[src/srxp_pkg.sv]
/*
  shared constants and carriers for the serial receive phy control registers.
  assumes 12-bit register addresses and 8-bit register data from the control port.
*/
package srxp_pkg;

  localparam int ADDR_W    = 12;
  localparam int DATA_W    = 8;
  localparam int NUM_LANES = 8;
  localparam int EQ_W      = 4;

  // register offsets
  localparam logic [11:0] ADDR_RX_MASTER_POWERDOWN  = 12'h200;
  localparam logic [11:0] ADDR_LANE_PD    = 12'h201;
  localparam logic [11:0] ADDR_AUX_PD     = 12'h203;
  localparam logic [11:0] ADDR_RECOV_RST  = 12'h206;
  localparam logic [11:0] ADDR_RECOV_MODE = 12'h230;
  localparam logic [11:0] ADDR_EQ_01      = 12'h250;

  // reset values
  localparam logic [7:0] RST_RX_MASTER_POWERDOWN  = 8'h01;
  localparam logic [7:0] RST_LANE_PD    = 8'h00;
  localparam logic [7:0] RST_AUX_PD     = 8'h00;
  localparam logic [7:0] RST_RECOV_RST  = 8'h01;
  localparam logic [7:0] RST_RECOV_MODE = 8'h28;
  localparam logic [7:0] RST_EQ_01      = 8'h88;
  localparam logic [3:0] RST_EQ_FIELD   = 4'h8;

  // writable bits; all others are read-only zero
  localparam logic [7:0] MASK_RX_MASTER_POWERDOWN  = 8'h01;
  localparam logic [7:0] MASK_AUX_PD     = 8'h03;
  localparam logic [7:0] MASK_RECOV_RST  = 8'h01;

  // field positions
  localparam int BIT_ALL_PD    = 0;
  localparam int BIT_SYNC_PD   = 1;
  localparam int BIT_RECOV_RST = 0;
  localparam int BIT_HALF_RATE = 5;
  localparam int DIV_LSB       = 1;
  localparam int EQ_L0_LSB     = 0;
  localparam int EQ_L1_LSB     = 4;

  // oversampling division codes and the equalizer manual code
  localparam logic [1:0] DIV_CODE_NONE = 2'h0;
  localparam logic [1:0] DIV_CODE_BY2  = 2'h1;
  localparam logic [1:0] DIV_CODE_BY4  = 2'h2;
  localparam logic [3:0] EQ_MANUAL     = 4'h0;

  typedef enum logic [2:0] {
    DIV_SEL_NONE = 3'h1,
    DIV_SEL_BY2  = 3'h2,
    DIV_SEL_BY4  = 3'h4
  } srxp_div_e;

  typedef struct packed {
    logic        wr;
    logic        rd;
    logic [11:0] addr;
    logic [7:0]  wdata;
  } srxp_req_s;

  typedef struct packed {
    logic       manual;
    logic [3:0] boost;
  } srxp_eq_s;

endpackage

[src/srxp_eq_lane.sv]
/*
  one lane's equalizer decode, registered.
  assumes the field's next value comes from the owning register's next value.
*/
`timescale 1ns/10ps
module srxp_eq_lane
  import srxp_pkg::*;
#(
  parameter logic [3:0] RST_FIELD = 4'h8
) (
  input  wire logic       mclk_i,
  input  wire logic       rst_i,
  input  wire logic       ce_i,
  input  wire logic [3:0] field_nxt_i,
  output srxp_eq_s        eq_o
);

  srxp_eq_s eq_r;
  srxp_eq_s eq_nxt;

  always_comb begin
    eq_nxt = eq_r;
    if (ce_i) begin
      eq_nxt.manual = (field_nxt_i == EQ_MANUAL);
      eq_nxt.boost  = field_nxt_i;
    end
  end

  always_ff @(posedge mclk_i) begin
    if (rst_i) begin
      eq_r <= '{manual: (RST_FIELD == EQ_MANUAL), boost: RST_FIELD};
    end else begin
      eq_r <= eq_nxt;
    end
  end

  assign eq_o = eq_r;
endmodule

[src/srxp_regs.sv]
/*
  serial receive phy control register bank: power-down, recovery reset,
  recovery mode and lane 0/1 equalizer registers with registered controls.
  assumes one access request per cycle on the control port side, synchronous
  to mclk_i, and analog lane circuits that act on the control outputs.
*/
`timescale 1ns/10ps
module srxp_regs
  import srxp_pkg::*;
(
  input  wire logic       mclk_i,
  input  wire logic       rst_i,
  input  wire logic       ce_i,
  input  srxp_req_s       req_i,
  output logic [7:0]      rdata_o,
  output logic            rvalid_o,
  output logic            rx_all_powerdown_o,
  output logic [7:0]      lane_powerdown_bits_o,
  output logic [7:0]      lane_rx_powerdown_o,
  output logic            sync_buffer_powerdown_o,
  output logic            recovery_logic_reset_o,
  output logic            recovery_half_rate_enable_o,
  output srxp_div_e       div_sel_o,
  output srxp_eq_s        lane0_equalizer_o,
  output srxp_eq_s        lane1_equalizer_o
);

  logic [7:0] master_r;
  logic [7:0] master_nxt;
  logic [7:0] lane_r;
  logic [7:0] lane_nxt;
  logic [7:0] aux_r;
  logic [7:0] aux_nxt;
  logic [7:0] recov_rst_r;
  logic [7:0] recov_rst_nxt;
  logic [7:0] mode_r;
  logic [7:0] mode_nxt;
  logic [7:0] eq01_r;
  logic [7:0] eq01_nxt;

  logic [7:0] rdata_r;
  logic [7:0] rdata_nxt;
  logic       rvalid_r;
  logic       rvalid_nxt;
  logic [7:0] lane_eff_r;
  logic [7:0] lane_eff_nxt;
  srxp_div_e  div_r;
  srxp_div_e  div_nxt;

  logic       wr_en;
  logic       rd_en;

  assign wr_en = ce_i & req_i.wr;
  assign rd_en = ce_i & req_i.rd;

  // register writes; read-only bits are masked so they stay zero
  always_comb begin
    master_nxt    = master_r;
    lane_nxt      = lane_r;
    aux_nxt       = aux_r;
    recov_rst_nxt = recov_rst_r;
    mode_nxt      = mode_r;
    eq01_nxt      = eq01_r;
    if (wr_en) begin
      case (req_i.addr)
        ADDR_RX_MASTER_POWERDOWN: begin
          master_nxt = req_i.wdata & MASK_RX_MASTER_POWERDOWN;
        end
        ADDR_LANE_PD: begin
          lane_nxt = req_i.wdata;
        end
        ADDR_AUX_PD: begin
          aux_nxt = req_i.wdata & MASK_AUX_PD;
        end
        ADDR_RECOV_RST: begin
          recov_rst_nxt = req_i.wdata & MASK_RECOV_RST;
        end
        ADDR_RECOV_MODE: begin
          mode_nxt = req_i.wdata;
        end
        ADDR_EQ_01: begin
          eq01_nxt = req_i.wdata;
        end
        default: begin
          master_nxt = master_r;
        end
      endcase
    end
  end

  always_ff @(posedge mclk_i) begin
    if (rst_i) begin
      master_r    <= RST_RX_MASTER_POWERDOWN;
      lane_r      <= RST_LANE_PD;
      aux_r       <= RST_AUX_PD;
      recov_rst_r <= RST_RECOV_RST;
      mode_r      <= RST_RECOV_MODE;
      eq01_r      <= RST_EQ_01;
    end else begin
      master_r    <= master_nxt;
      lane_r      <= lane_nxt;
      aux_r       <= aux_nxt;
      recov_rst_r <= recov_rst_nxt;
      mode_r      <= mode_nxt;
      eq01_r      <= eq01_nxt;
    end
  end

  // read port; unmapped addresses read zero
  always_comb begin
    rdata_nxt  = rdata_r;
    rvalid_nxt = 1'b0;
    if (!ce_i) begin
      rvalid_nxt = rvalid_r;
    end else if (rd_en) begin
      rvalid_nxt = 1'b1;
      case (req_i.addr)
        ADDR_RX_MASTER_POWERDOWN: begin
          rdata_nxt = master_r;
        end
        ADDR_LANE_PD: begin
          rdata_nxt = lane_r;
        end
        ADDR_AUX_PD: begin
          rdata_nxt = aux_r;
        end
        ADDR_RECOV_RST: begin
          rdata_nxt = recov_rst_r;
        end
        ADDR_RECOV_MODE: begin
          rdata_nxt = mode_r;
        end
        ADDR_EQ_01: begin
          rdata_nxt = eq01_r;
        end
        default: begin
          rdata_nxt = 8'h00;
        end
      endcase
    end
  end

  always_ff @(posedge mclk_i) begin
    if (rst_i) begin
      rdata_r  <= 8'h00;
      rvalid_r <= 1'b0;
    end else begin
      rdata_r  <= rdata_nxt;
      rvalid_r <= rvalid_nxt;
    end
  end

  // derived controls built from next values so they never lag the registers
  always_comb begin
    lane_eff_nxt = {NUM_LANES{master_nxt[BIT_ALL_PD]}} | lane_nxt;
    case (mode_nxt[DIV_LSB +: 2])
      DIV_CODE_NONE: begin
        div_nxt = DIV_SEL_NONE;
      end
      DIV_CODE_BY2: begin
        div_nxt = DIV_SEL_BY2;
      end
      DIV_CODE_BY4: begin
        div_nxt = DIV_SEL_BY4;
      end
      default: begin
        // undefined code: slowest division is the safe fallback
        div_nxt = DIV_SEL_BY4;
      end
    endcase
  end

  always_ff @(posedge mclk_i) begin
    if (rst_i) begin
      lane_eff_r <= {NUM_LANES{RST_RX_MASTER_POWERDOWN[BIT_ALL_PD]}} | RST_LANE_PD;
      div_r      <= DIV_SEL_NONE;
    end else begin
      lane_eff_r <= lane_eff_nxt;
      div_r      <= div_nxt;
    end
  end

  srxp_eq_lane #(
    .RST_FIELD (RST_EQ_FIELD)
  ) u_eq_lane0 (
    .mclk_i      (mclk_i),
    .rst_i       (rst_i),
    .ce_i        (ce_i),
    .field_nxt_i (eq01_nxt[EQ_L0_LSB +: EQ_W]),
    .eq_o        (lane0_equalizer_o)
  );

  srxp_eq_lane #(
    .RST_FIELD (RST_EQ_FIELD)
  ) u_eq_lane1 (
    .mclk_i      (mclk_i),
    .rst_i       (rst_i),
    .ce_i        (ce_i),
    .field_nxt_i (eq01_nxt[EQ_L1_LSB +: EQ_W]),
    .eq_o        (lane1_equalizer_o)
  );

  assign rdata_o                     = rdata_r;
  assign rvalid_o                    = rvalid_r;
  assign rx_all_powerdown_o          = master_r[BIT_ALL_PD];
  assign lane_powerdown_bits_o       = lane_r;
  assign lane_rx_powerdown_o         = lane_eff_r;
  assign sync_buffer_powerdown_o     = aux_r[BIT_SYNC_PD];
  assign recovery_logic_reset_o      = recov_rst_r[BIT_RECOV_RST];
  assign recovery_half_rate_enable_o = mode_r[BIT_HALF_RATE];
  assign div_sel_o                   = div_r;
endmodule

[config.mk]
export PLATFORM = sky130hd
export DESIGN_NAME = srxp_regs
export DESIGN_NICKNAME = d
export VERILOG_FILES = /design/src/srxp_pkg.sv /design/src/srxp_eq_lane.sv /design/src/srxp_regs.sv
export SDC_FILE = /design/constraint.sdc
export NUM_CORES = 1
export LEC_CHECK = 0
export BUFFER_PORTS_ARGS = -buffer_cell sky130_fd_sc_hd__buf_2
export CAP_MARGIN = 20
export CORE_UTILIZATION = 55
export CTS_CLUSTER_SIZE = 20
export DETAILED_ROUTE_END_ITERATION = 6
export GPL_TIMING_DRIVEN = 0
export PLACE_DENSITY_LB_ADDON = 0.05
export SLEW_MARGIN = 10
export SYNTH_ARGS = -nofsm -noshare
export SYNTH_HDL_FRONTEND = slang
export SYNTH_SLANG_ARGS = --single-unit
[constraint.sdc]
create_clock -name mclk_i -period 4.6 [get_ports mclk_i]
set_input_delay 0.92 -clock mclk_i [delete_from_list [all_inputs] [get_ports mclk_i]]
set_output_delay 0.92 -clock mclk_i [all_outputs]
set_load 0.02 [all_outputs]
## Word level (Yosys, flattened, before mapping)

Cells that the tools add are included.

- Register bits: 58
- Output and inout bits: 42

- Muxes and demuxes: 11
- Equal/unequal tests: 7
- Bitwise logic cells: 3
- Reduce and logical (&&, ||, !) cells: 7

Operator list:

| kind | count |
|---|---|
| $eq 12x10->1 const B | 6 |
| $pmux 8 s6 | 1 |
| $mux 8 | 4 |
| $logic_not 4->1 | 2 |
| $or 8x8->8 | 1 |
| $reduce_and 2->1 | 4 |
| $mux 3 | 2 |
| $pmux 3 s2 | 1 |
| $mux 1 | 3 |
| $and 1x1->1 | 2 |
| $eq 2x1->1 const B | 1 |
| $logic_not 2->1 | 1 |

## Longest topological paths before layout

Gate-level depths: netlist of run 1.

- Depth in word-level cells: 5
- Depth in mapped cells: 7
- Mapped depth without buffers: 4

## Cells and area by module

From an unflattened synthesis of run 1, not the netlist that was laid out.

- Cell total of the unflattened synthesis: 252
- Area, all modules: 2529.9 µm²

Modules (own cells, without submodules):

| module | times used | cells each | area an instance (µm²) |
|---|---|---|---|
| srxp_regs | 1 | 216 | 2132.0 |
| srxp_eq_lane | 2 | 18 | 198.9 |

## Least setup slack after synthesis of run 1

Ideal clock, no wire load.

- Path kind: input port to flip-flop
- Start point: input port req_i[9] (netlist bit)
- End point: register u_eq_lane1.eq_r (netlist bit u_eq_lane1.eq_o[0])
- Data arrival time: 2.591 ns
- Path buffers: 3
- Setup slack: 1.924 ns
- Setup time: 0.086 ns
- Data required time: 4.514 ns
- Cell stages on the path: 7
- Cells stage by stage: buf_2 > or4_4 > or4_4 > buf_6 > buf_12 > mux2i_1 > a211oi_1

- Longest elaborated chain between the ends: 3

Ends and longest elaborated chain:

| item | RTL line | RTL |
|---|---|---|
| from (decl) | srxp_regs.sv:14 | `input srxp_req_s req_i,` |
| $eq 12x10->1 | srxp_regs.sv:65 | `case (req_i.addr)` |
| $mux 8 | srxp_regs.sv:65 |  |
| $mux 8 | srxp_regs.sv:64 | `if (wr_en) begin` |
| to (signal assigned) | srxp_eq_lane.sv:31 | `eq_r <= '{manual: (RST_FIELD == EQ_MANUAL), boost: RST_FIELD};` |
| to (signal assigned) | srxp_eq_lane.sv:33 | `eq_r <= eq_nxt;` |
| to (decl) | srxp_eq_lane.sv:18 | `srxp_eq_s eq_r;` |

Every way passes these cells.
A chain may end at the register's enable or synchronous reset.

## Final worst setup path of run 1

- Start point: input port req_i[14] (netlist bit)
- End point: register rdata_r[0], in the netlist rdata_o[0]

- Longest elaborated chain between the ends: 2
- Elaborated cells between the ends (all ways): 7

Ends and longest elaborated chain:

| item | RTL line | RTL |
|---|---|---|
| $eq 12x10->1 | srxp_regs.sv:117 | `case (req_i.addr)` |
| $pmux 8 s6 * | srxp_regs.sv:117 |  |
| to (signal assigned) | srxp_regs.sv:148 | `rdata_r <= rdata_nxt;` |
| to (decl) | srxp_regs.sv:41 | `logic [7:0] rdata_r;` |

Mark *: on every way between the ends. The rest lies on a longest branch, timed or not.

==> flow_metrics.py, run 1 <==
metrics = {
    "run_status": {
        "status": "complete, no violations",
    },
    "sta": {
        "max_freq_mhz": 357,
        "worst_pin_slew_ns": 0.937,
        "holdWs_ns": 0.449,
        "setup_viol": 0,
        "maxSlewHeadroom": 0.374,
        "rsz0062_at_grt": "no",
        "finalClockSkew_ns": 0.00707,
        "finalHoldViolations": 0,
        "fin_crit_ns": 2.80,
        "report.final.slew_viol_count": 0,
        "fin_crit_sh": 0.610,
        "fin_tns_setup_ns": 0,
    },
    "place": {
        "io_buffers": 64,
        "place.gp.congestion": 0.905,
        "hpwl_um": 4890,
        "dp_cells": 397,
    },
    "clock_network": {
        "hold_buffers": 0,
        "clk_pin_slew_ns": 0.06,
        "cts_tree": "built",
        "cts_resized": 0,
        "htreeDepth": 3,
        "cts_buffer_depth": 2,
        "clockRootBuffer": "clkbuf_8",
        "clkSinkCount": 58,
        "numCtsBuffers": 9,
        "post_cts_buffers": 0,
        "insertion_delay_ns": 0.34,
    },
    "floorplan": {
        "start_util": 0.578,
        "die-area_um2": 4880,
        "io-pin-count": 67,
        "die_x_um": 69.9,
        "core-area_um2": 4380,
        "die_height_um": 69.9,
        "row_count": 24,
    },
    "power_and_ir_drop": {
        "p_total_mw": 1.19,
        "leakage_nw": 1.37,
        "vdd_drop_max_uv": 305,
        "power_density_nw_per_um2": 374,
    },
    "setup_path": {
        "cp-end-kind": "register",
        "crit_required_ns": 4.88,
        "slowest_delay_ns": 0.82,
        "crit_chain": "buf_2 -> clkbuf_1 -> nor4b_2 -> or4b_2 -> nor2_1 -> o41a_1",
        "worstSetupPathType": "primary input to register",
        "critPathMaxFanout": 10,
        "crit_slowest_cell": "nor4b_2",
        "startpoint_type": "primary input",
        "crit_arrival_ns": 3.08,
    },
    "logic_synthesis": {
        "synth_edf_count": 0,
        "ys_types": 44,
        "synth_warnings": 0,
        "synth_fa_ha_area_frac": 0,
        "synth-seq-cells": 58,
        "synth_ff_type": "dfxtp_1",
        "syn_avg_cell_area_um2": 9.02,
        "netlist_area_um2": 2530,
        "synthCells": 281,
        "ys_seq_area_frac": 0.458,
        "synthXorXnorAreaFrac": 0.00346,
        "synthesis.nets": 306,
        "muxShareOfSynthArea": 0.0835,
        "synth-simple-area-share": 0.248,
        "synth_compound_area_frac": 0.161,
        "synth_top_family_by_area": "simple AND/OR/NAND/NOR gates",
        "synthArstFlopShare": 0,
    },
    "layout": {
        "syn_to_final_growth_pct": 25.1,
        "regArea_um2": 1160,
        "drive_above_1_share": 0.264,
        "fillers": 362,
        "nets": 381,
        "diodes": 0,
        "final-instance-count-excl-fill": 412,
        "multi_input_area_um2": 1260,
    },
    "grt": {
        "grt_max_degree": 11,
        "grt_usage": 0.298,
        "antenna_found_initial": 0,
        "grt_pass1_vias": 2196,
        "gr-total-overflow": 0,
        "grt_pass1_wl_um": 11300,
    },
    "route": {
        "dr.first_iter.drc_count": 262,
        "routed_via_density": 6.01,
        "ant_nets": 0,
        "post-route-drc-count": 0,
        "routedWlPerCell_um": 17.3,
        "drt_pass1_iterations": 5,
        "routed_wl_um": 7110,
        "vias": 2478,
    },
    "worst_hold_path": {
        "min_path_type": "register to register",
    },
    "flow_run": {
        "max_cap_violations": 0,
    },
}
-- through the flow --
step | setup WS [ns] | instance area, um2 | util
finish | 1.80 | 3170 | 0.723
floorplan | 1.92 | 2530 | -
detailed placement | 1.50 | 2920 | 0.666
global placement | 1.48 | 2920 | 0.666
CTS | 1.86 | 3170 | 0.723
global route | 1.68 | 3170 | 0.723
-- placed cells by master, fill, tap and decap left out, types with 3 or more instances in the layout --
cell       count
buf_2         67
dfxtp_1       58
nand2_1       38
nor2_1        32
mux2i_1       20
a21oi_1       17
clkbuf_1      12
o21ai_0       11
clkbuf_8      11
nand4_1        7
a22oi_1        7
a211oi_1       6
a2bb2oi_1      6
o41ai_1        6
nand3_1        5
nor4_1         4
nor3_1         4
and2_1         3
nor4b_1        3
nand3b_1       3
or2_2          3
nor2b_1        3
bufinv_16      3
-- sequential cells by signal, summed over array words and instances (netlist names) --
name	count
recov_rst_r	1
eq01_r	8
rdata_o	8
lane_rx_powerdown_o	8
u_eq_lane1.eq_o	5
u_eq_lane0.eq_o	5
rvalid_o	1
master_r	1
div_sel_o	3
lane_powerdown_bits_o	8
mode_r	8
aux_r	2
-- metal layers --
metal | vias up | wire length [um] | part of all wire | global-route usage
met1 | 1183 | 3290 | 0.46 | 0.404
met2 | 111 | 3260 | 0.46 | 0.462
met3 | 13 | 439 | 0.062 | 0.0577
li1 | 1171 | - | - | -
met5 | - | 0 | 0 | 0
met4 | 0 | 120 | 0.017 | 0.131
-- worst paths after layout --
check / start / to / slack [ns] / cells after the start
worst min register to register: rdata_o[5]$_SDFFE_PP0P_ / rdata_o[5]$_SDFFE_PP0P_ / 0.45 / 2
worst max-delay path: req_i[14] / rdata_o[0]$_SDFFE_PP0P_ / 1.80 / 6
worst max register to register: eq01_r[0]$_SDFF_PP0_ / rdata_o[0]$_SDFFE_PP0P_ / 3.22 / 4
worst min-delay path: rdata_o[5]$_SDFFE_PP0P_ / rdata_o[5]$_SDFFE_PP0P_ / 0.45 / 2
-- logic make-up after synthesis --
| kind of cell | Yosys count |
|---|---|
| compound gates | 60 |
| xor+xnor | 1 |
| buf+inv | 21 |
| flops | 58 |
| mux | 21 |
| simple gates | 120 |
-- report_power, final --
part	leakage (nW)	switching [mW]	internal (mW)
logic	0.777	0.0563	0.0295
registers	0.469	0.00180	0.506
clock network	0.126	0.203	0.387
total	1.37	0.262	0.923
-- synth_stat cells (2+ instances only) --
master / count / area, um2
a22oi_1: 7 / 52.6
buf_2: 3 / 15.0
or2_2: 3 / 18.8
nand2b_1: 2 / 12.5
nand2_1: 38 / 143
nor2_1: 32 / 120
o41ai_1: 6 / 52.6
and2_1: 3 / 18.8
nand3_1: 5 / 25.0
a2bb2oi_1: 6 / 52.6
or4_4: 2 / 22.5
nor4_1: 4 / 25.0
clkbuf_1: 12 / 45.0
and4_1: 2 / 17.5
nand3b_1: 3 / 22.5
nor2b_1: 3 / 18.8
dfxtp_1: 58 / 1160
nor4bb_1: 2 / 20.0
a21oi_1: 17 / 85.1
buf_6: 2 / 22.5
o21ai_0: 11 / 55.1
mux2i_1: 20 / 200
inv_1: 2 / 7.51
nand4_1: 7 / 43.8
nor3_1: 4 / 20.0
a211oi_1: 6 / 45.0
nor4b_1: 3 / 26.3
o41a_1: 2 / 22.5
-- worst max-delay path, delay by kind of cell --
family / cells / cell delay, ns
and+or+nand+nor: 3 / 1.68
AOI/OAI and AO/OA: 1 / 0.16
buffers and inverters: 2 / 0.32
-- final cells by class --
| class | instances | share of cell area |
|---|---|---|
| clock buffers | 11 | 0.0478 |
| inverters | 2 | 0.00237 |
| flip-flops and latches | 58 | 0.366 |
| plain buffers | 19 | 0.0336 |
| clock inverters | 4 | 0.0312 |
| well taps | 52 | 0.0205 |
| multi-input cells | 202 | 0.397 |
| repair buffers | 64 | 0.101 |
Note: power is estimated with default switching activity, not from simulation.
==> run 2: changes to the inputs <==
--- a/config.mk
+++ b/config.mk
@@ -7,7 +7,7 @@
 export LEC_CHECK = 0
 export BUFFER_PORTS_ARGS = -buffer_cell sky130_fd_sc_hd__buf_2
 export CAP_MARGIN = 20
-export CORE_UTILIZATION = 55
+export CORE_UTILIZATION = 52
 export CTS_CLUSTER_SIZE = 20
 export DETAILED_ROUTE_END_ITERATION = 6
 export GPL_TIMING_DRIVEN = 0
==> constraint.sdc (replaced) <==
create_clock -name mclk_i -period 2.8 [get_ports mclk_i]
set_input_delay 0.56 -clock mclk_i [delete_from_list [all_inputs] [get_ports mclk_i]]
set_output_delay 0.56 -clock mclk_i [all_outputs]
set_load 0.02 [all_outputs]
==> run 2 against run 1 <==
Net effect: clock skew down 0.0019 ns; die area up 5.6%; combinational power up 62%; register-to-register slack worse by 1.8 ns; first-iteration DRC count down 34%; clock power up 30%; critical endpoint unchanged; highest routed layer unchanged.
==> flow_metrics.py, run 2 (synthesis gave the netlist of run 1 again) <==
metrics = {
    "run_status": {
        "status": "complete, no violations",
    },
    "route": {
        "routed.top_layer": "met4",
        "routed_wl_um": 6810,
        "wl_met3_um": 417,
        "dr.first_iter.drc_count": 174,
        "routed_via_density": 5.83,
        "drt_pass1_iterations": 4,
        "ant_nets": 0,
        "post-route-drc-count": 0,
        "routedWlPerCell_um": 16.4,
        "wl_met1_um": 3220,
        "met2_length_um": 3090,
        "vias": 2419,
    },
    "setup_path": {
        "startpoint_type": "primary input",
        "startpoint": "req_i[14]",
        "cp-end-kind": "register",
        "crit_required_ns": 3.08,
        "critPathMaxFanout": 10,
        "ff2ff_setup_slack_ns": 1.41,
        "slowest_delay_ns": 0.83,
        "crit_arrival_ns": 2.73,
        "reg2reg_from": "eq01_r[0]$_SDFF_PP0_",
        "crit_chain": "buf_2 -> clkbuf_1 -> nor4b_2 -> or4b_2 -> nor2_1 -> o41a_1",
        "crit_slowest_cell": "nor4b_2",
        "worstSetupPathType": "primary input to register",
        "ff2ff_path_depth": 4,
        "reg2reg_to": "rdata_o[0]$_SDFFE_PP0P_",
    },
    "sta": {
        "finalClockSkew_ns": 0.00514,
        "worst_pin_slew_ns": 0.943,
        "holdWs_ns": 0.448,
        "max_freq_mhz": 407,
        "setup_viol": 0,
        "finalHoldViolations": 0,
        "rsz0062_at_grt": "no",
        "report.final.slew_viol_count": 0,
        "fin_tns_setup_ns": 0,
        "setup_slack_ns": 0.342,
        "fin_crit_sh": 0.878,
        "fin_crit_ns": 2.46,
        "maxSlewHeadroom": 0.370,
    },
    "clock_network": {
        "clk_pin_slew_ns": 0.07,
        "hold_buffers": 0,
        "numCtsBuffers": 9,
        "post_cts_buffers": 0,
        "cts_buffer_depth": 2,
        "clkSinkCount": 58,
        "clockRootBuffer": "clkbuf_8",
        "htreeDepth": 3,
        "cts_tree": "built",
        "cts_resized": 0,
        "insertion_delay_ns": 0.33,
    },
    "flow_run": {
        "max_cap_violations": 0,
    },
    "power_and_ir_drop": {
        "swShare": 0.246,
        "seq_power_share": 0.480,
        "leakage_nw": 1.35,
        "comb_power_share": 0.080,
        "intPower_mw": 1.31,
        "power_density_nw_per_um2": 559,
        "pwr-share-clk": 0.441,
        "vdd_drop_max_uv": 346,
        "switchingPower_mw": 0.429,
    },
    "layout": {
        "drive_above_1_share": 0.263,
        "diodes": 0,
        "syn_to_final_growth_pct": 23.0,
        "mostFrequentLayoutCell": "buf_2",
        "nets": 381,
        "layout_common_cells": "buf_2 (67), dfxtp_1 (58), nand2_1 (38)",
    },
    "floorplan": {
        "io-pin-count": 67,
        "die-area_um2": 5160,
        "die_x_um": 71.8,
        "die_height_um": 71.8,
        "core-area_um2": 4690,
        "row_count": 25,
        "start_util": 0.540,
    },
    "place": {
        "hpwl_um": 4860,
        "io_buffers": 64,
        "pre_cts_ws_ns": 0.0359,
        "place.gp.congestion": 0.908,
    },
    "worst_hold_path": {
        "holdPathEnd": "rdata_o[3]$_SDFFE_PP0P_",
        "min_from": "rdata_o[3]$_SDFFE_PP0P_",
        "whs_path_depth": 2,
        "min_path_type": "register to register",
    },
    "grt": {
        "grt_pass1_vias": 2215,
        "grt_pass1_wl_um": 10800,
        "antenna_found_initial": 0,
        "grt_max_degree": 11,
        "gr-total-overflow": 0,
        "grt_usage": 0.277,
    },
}
## run 2: changes by cell type in the layout (fill, tap and decap cells not counted)
cell       previous run  this run
clkinv_2              0         3
bufinv_16             3         1
clkbuf_8             11        10
clkbuf_1             12        13
## run 2: per-layer routing
layer  vias up  GRT usage
met5         -          0
li1       1175          -
met1      1161      0.379
met3         8     0.0492
met4         0      0.115
met2        75      0.434
## run 2: worst max path at each step
| stage | slack (ns) | to | cells after the start |
|---|---|---|---|
| floorplan | 0.48 | u_eq_lane1.eq_o[0]$_SDFFE_PP0P_ | 7 |
| detailed placement | 0.04 | rdata_o[0]$_SDFFE_PP0P_ | 6 |
| CTS | 0.37 | rdata_o[0]$_SDFFE_PP0P_ | 6 |
| global route | 0.18 | aux_r[0]$_SDFFE_PP0P_ | 6 |
| global placement | 0.05 | rdata_o[0]$_SDFFE_PP0P_ | 6 |
| finish | 0.34 | rdata_o[0]$_SDFFE_PP0P_ | 6 |
## run 2: area by class of cell
cell class,instances,area [um2]
fill,424,1580
multi-input combinational,202,1260
sequential,58,1160
timing repair buffer,64,320
clock buffer,11,141
buffer,19,106
tap,54,67.6
clock inverter,5,53.8
inverter,2,7.51
## run 2: power groups by stage
stage          combinational [mW]  clock, mW  sequential (mW)
2_1_floorplan              0.0690          0            0.863
3_3_place_gp                0.136          0            0.854
3_5_place_dp                0.136          0            0.854
4_1_cts                     0.138      0.763            0.835
5_1_grt                     0.150      0.799            0.836
6_report                    0.139      0.768            0.835
## run 2: through the flow
step | utilization | cells | total power, mW | cell area [um2]
floorplan | - | 281 | 0.932 | 2530
global placement | 0.623 | 399 | 0.989 | 2920
detailed placement | 0.623 | 399 | 0.990 | 2920
CTS | 0.664 | 415 | 1.74 | 3120
global route | 0.664 | 415 | 1.78 | 3120
finish | 0.664 | 415 | 1.74 | 3120
## run 2: worst max-delay path, delay by kind of cell
kind                   cells  cell delay [ns]
AOI/OAI and AO/OA          1             0.16
and+or+nand+nor            3             1.69
buffers and inverters      2             0.32
==> run 3: changes to the inputs <==
--- a/config.mk
+++ b/config.mk
@@ -5,9 +5,10 @@
 export SDC_FILE = /design/constraint.sdc
 export NUM_CORES = 1
 export LEC_CHECK = 0
+export ABC_AREA = 1
 export BUFFER_PORTS_ARGS = -buffer_cell sky130_fd_sc_hd__buf_2
 export CAP_MARGIN = 20
-export CORE_UTILIZATION = 52
+export CORE_UTILIZATION = 45
 export CTS_CLUSTER_SIZE = 20
 export DETAILED_ROUTE_END_ITERATION = 6
 export GPL_TIMING_DRIVEN = 0
==> run 3 against run 2 <==
Net effect: clock skew is 0.00052 ns lower; sequential share of layout area is 0.41 points lower; first-iteration DRC count down 39%; power rose by 5.9%; register-to-register slack improved by 0.44 ns; flip-flop and latch count did not move; critical path depth rose by 2; synthesized cell count increased by 17%; critical endpoint is now rdata_o[6]$_SDFFE_PP0P_; largest cell class is now registers; highest routed layer unchanged.
==> flow_metrics.py, run 3 <==
metrics = {
    "clock_network": {
        "cts_buffer_depth": 2,
        "htreeDepth": 3,
        "numCtsBuffers": 9,
        "clkSinkCount": 58,
        "clk_pin_slew_ns": 0.07,
        "post_cts_buffers": 0,
        "cts_tree": "built",
        "hold_buffers": 0,
        "insertion_delay_ns": 0.33,
        "clockRootBuffer": "clkbuf_8",
        "cts_resized": 0,
    },
    "setup_path": {
        "cp-end-kind": "register",
        "worstSetupPathType": "primary input to register",
        "ff2ff_setup_slack_ns": 1.85,
        "slowest_delay_ns": 0.46,
        "crit_chain": "buf_2 -> nor2_1 -> nand2_2 -> nor3_2 -> nand2_1 -> o21ai_0 -> o21ai_1 -> a21oi_1",
        "critPathMaxFanout": 7,
        "crit_required_ns": 3.06,
        "critPathBufInv": 1,
        "path_delay_family": "simple AND/OR/NAND/NOR gates",
        "crit_arrival_ns": 1.85,
        "crit_slowest_cell": "nor3_2",
        "startpoint_type": "primary input",
    },
    "grt": {
        "met2_usage": 0.373,
        "grt_max_degree": 11,
        "gr-total-overflow": 0,
        "grt_usage": 0.225,
        "antenna_found_initial": 0,
        "grt_pass1_vias": 2185,
        "top_usage_layer": "met2",
        "grt_pass1_wl_um": 10100,
        "grt_util_met1": 0.273,
        "use_met3": 0.0683,
    },
    "place": {
        "place.gp.congestion": 0.813,
        "place_area_um2": 2910,
        "io_buffers": 66,
        "dp_cells": 465,
        "hpwl_um": 4690,
    },
    "logic_synthesis": {
        "synthesis.nets": 354,
        "synth_edf_count": 0,
        "netlist_area_um2": 2500,
        "ys_seq_area_frac": 0.465,
        "yosysTopAreaCellShare": 0.465,
        "synth_warnings": 0,
        "synth_commonest_cells": "nand2_1 (61), dfxtp_1 (58), inv_1 (46)",
        "synth_ff_type": "dfxtp_1",
        "yosysTopAreaCell": "dfxtp_1",
        "ys_types": 30,
        "yosys-top-cells-area": "dfxtp_1 (47%), nand2_1 (9.2%), inv_1 (6.9%), o21ai_0 (5.0%), nor2_1 (4.7%)",
        "synth-seq-cells": 58,
        "synthCells": 329,
        "synthMostInstantiatedCell": "nand2_1",
        "syn_avg_cell_area_um2": 7.59,
        "synthArstFlopShare": 0,
    },
    "floorplan": {
        "die_height_um": 76.5,
        "die-area_um2": 5850,
        "row_count": 26,
        "start_util": 0.477,
        "core-area_um2": 5240,
        "die_x_um": 76.5,
        "io-pin-count": 67,
    },
    "route": {
        "ant_nets": 0,
        "post-route-drc-count": 0,
        "dr.first_iter.drc_count": 107,
        "routed_via_density": 4.88,
        "vias": 2347,
        "routed_wl_um": 6190,
        "drt_pass1_iterations": 4,
        "routedWlPerCell_um": 12.9,
    },
    "sta": {
        "worst_pin_slew_ns": 0.557,
        "fin_crit_ns": 1.59,
        "holdWs_ns": 0.455,
        "setup_viol": 0,
        "report.final.slew_viol_count": 0,
        "fin_tns_setup_ns": 0,
        "finalHoldViolations": 0,
        "maxSlewHeadroom": 0.629,
        "fin_crit_sh": 0.569,
        "rsz0062_at_grt": "no",
        "max_freq_mhz": 628,
        "finalClockSkew_ns": 0.00462,
    },
    "layout": {
        "layout_common_cells": "buf_2 (67), nand2_1 (61), dfxtp_1 (58)",
        "syn_to_final_growth_pct": 26.3,
        "mostFrequentLayoutCell": "buf_2",
        "diodes": 0,
        "nets": 431,
        "final-instance-count-excl-fill": 481,
        "fillers": 532,
        "drive_above_1_share": 0.270,
        "fin_area_um2": 3150,
    },
    "power_and_ir_drop": {
        "vdd_drop_max_uv": 278,
        "p_total_mw": 1.84,
        "power_density_nw_per_um2": 585,
        "leakage_nw": 1.51,
    },
    "flow_run": {
        "max_cap_violations": 0,
    },
    "worst_hold_path": {
        "min_path_type": "register to register",
    },
    "run_status": {
        "status": "complete, no violations",
    },
}
==> run 3: changes by cell type after synthesis, moves of 12 or more <==
cell     before  now
o21ai_0      11   25
nand3_1       5   19
o21ai_1       0   12
mux2i_1      20    1
inv_1         2   46
nand2_1      38   61
==> run 3: layout make-up <==
class | instances | area [um2] | share of cell area
Buffer | 9 | 57.6 | 0.0183
Clock buffer | 12 | 165 | 0.0524
Clock inverter | 4 | 72.6 | 0.0230
Inverter | 52 | 195 | 0.0619
Multi-Input combinational cell | 210 | 1080 | 0.343
Sequential cell | 58 | 1160 | 0.368
Tap cell | 70 | 87.6 | 0.0278
Timing Repair Buffer | 66 | 330 | 0.105
==> run 3: final timing paths <==
| kind | startpoint | to | cells past startpoint |
|---|---|---|---|
| min | mode_r[6]$_SDFFE_PP0P_ | mode_r[6]$_SDFFE_PP0P_ | 2 |
| max reg2reg | aux_r[1]$_SDFFE_PP0P_ | rdata_o[1]$_SDFFE_PP0P_ | 4 |
| max | req_i[13] | rdata_o[6]$_SDFFE_PP0P_ | 8 |
| min reg2reg | mode_r[6]$_SDFFE_PP0P_ | mode_r[6]$_SDFFE_PP0P_ | 2 |
==> run 3: kinds of logic (layout without fill, tap and decap cells) <==
logic type,count (synthesis),in the layout,share of synthesized area
buf+inv,61,143,0.101
simple gates,140,140,0.277
mux,1,1,0.00401
compound gates,69,69,0.153
flops,58,58,0.465
==> run 3: stage by stage <==
stage,setup slack [ns],util
finish,1.21,0.602
CTS,1.23,0.602
global route,1.07,0.602
global placement,0.879,0.556
floorplan,1.21,-
detailed placement,0.889,0.556
==> run 3: metal layers <==
metal | part of all wire | wire length [um] | up-vias
li1 | - | - | 1215
met1 | 0.45 | 2800 | 1050
met2 | 0.46 | 2870 | 71
met3 | 0.064 | 399 | 11
met4 | 0.018 | 110 | 0
met5 | 0 | 0 | -
==> run 3: worst reg2reg max path: cells and delay by family (launching register included) <==
kind | cells | cell delay (ns)
AND/OR/NAND/NOR | 2 | 0.22
flip-flops | 1 | 0.32
AO/OA/AOI/OAI | 2 | 0.27
==> run 3: power breakdown <==
group | leakage [nW] | internal [mW] | total (mW) | switching [mW]
registers | 0.469 | 0.832 | 0.835 | 0.00329
clock network | 0.119 | 0.572 | 0.903 | 0.331
logic | 0.919 | 0.0333 | 0.106 | 0.0732
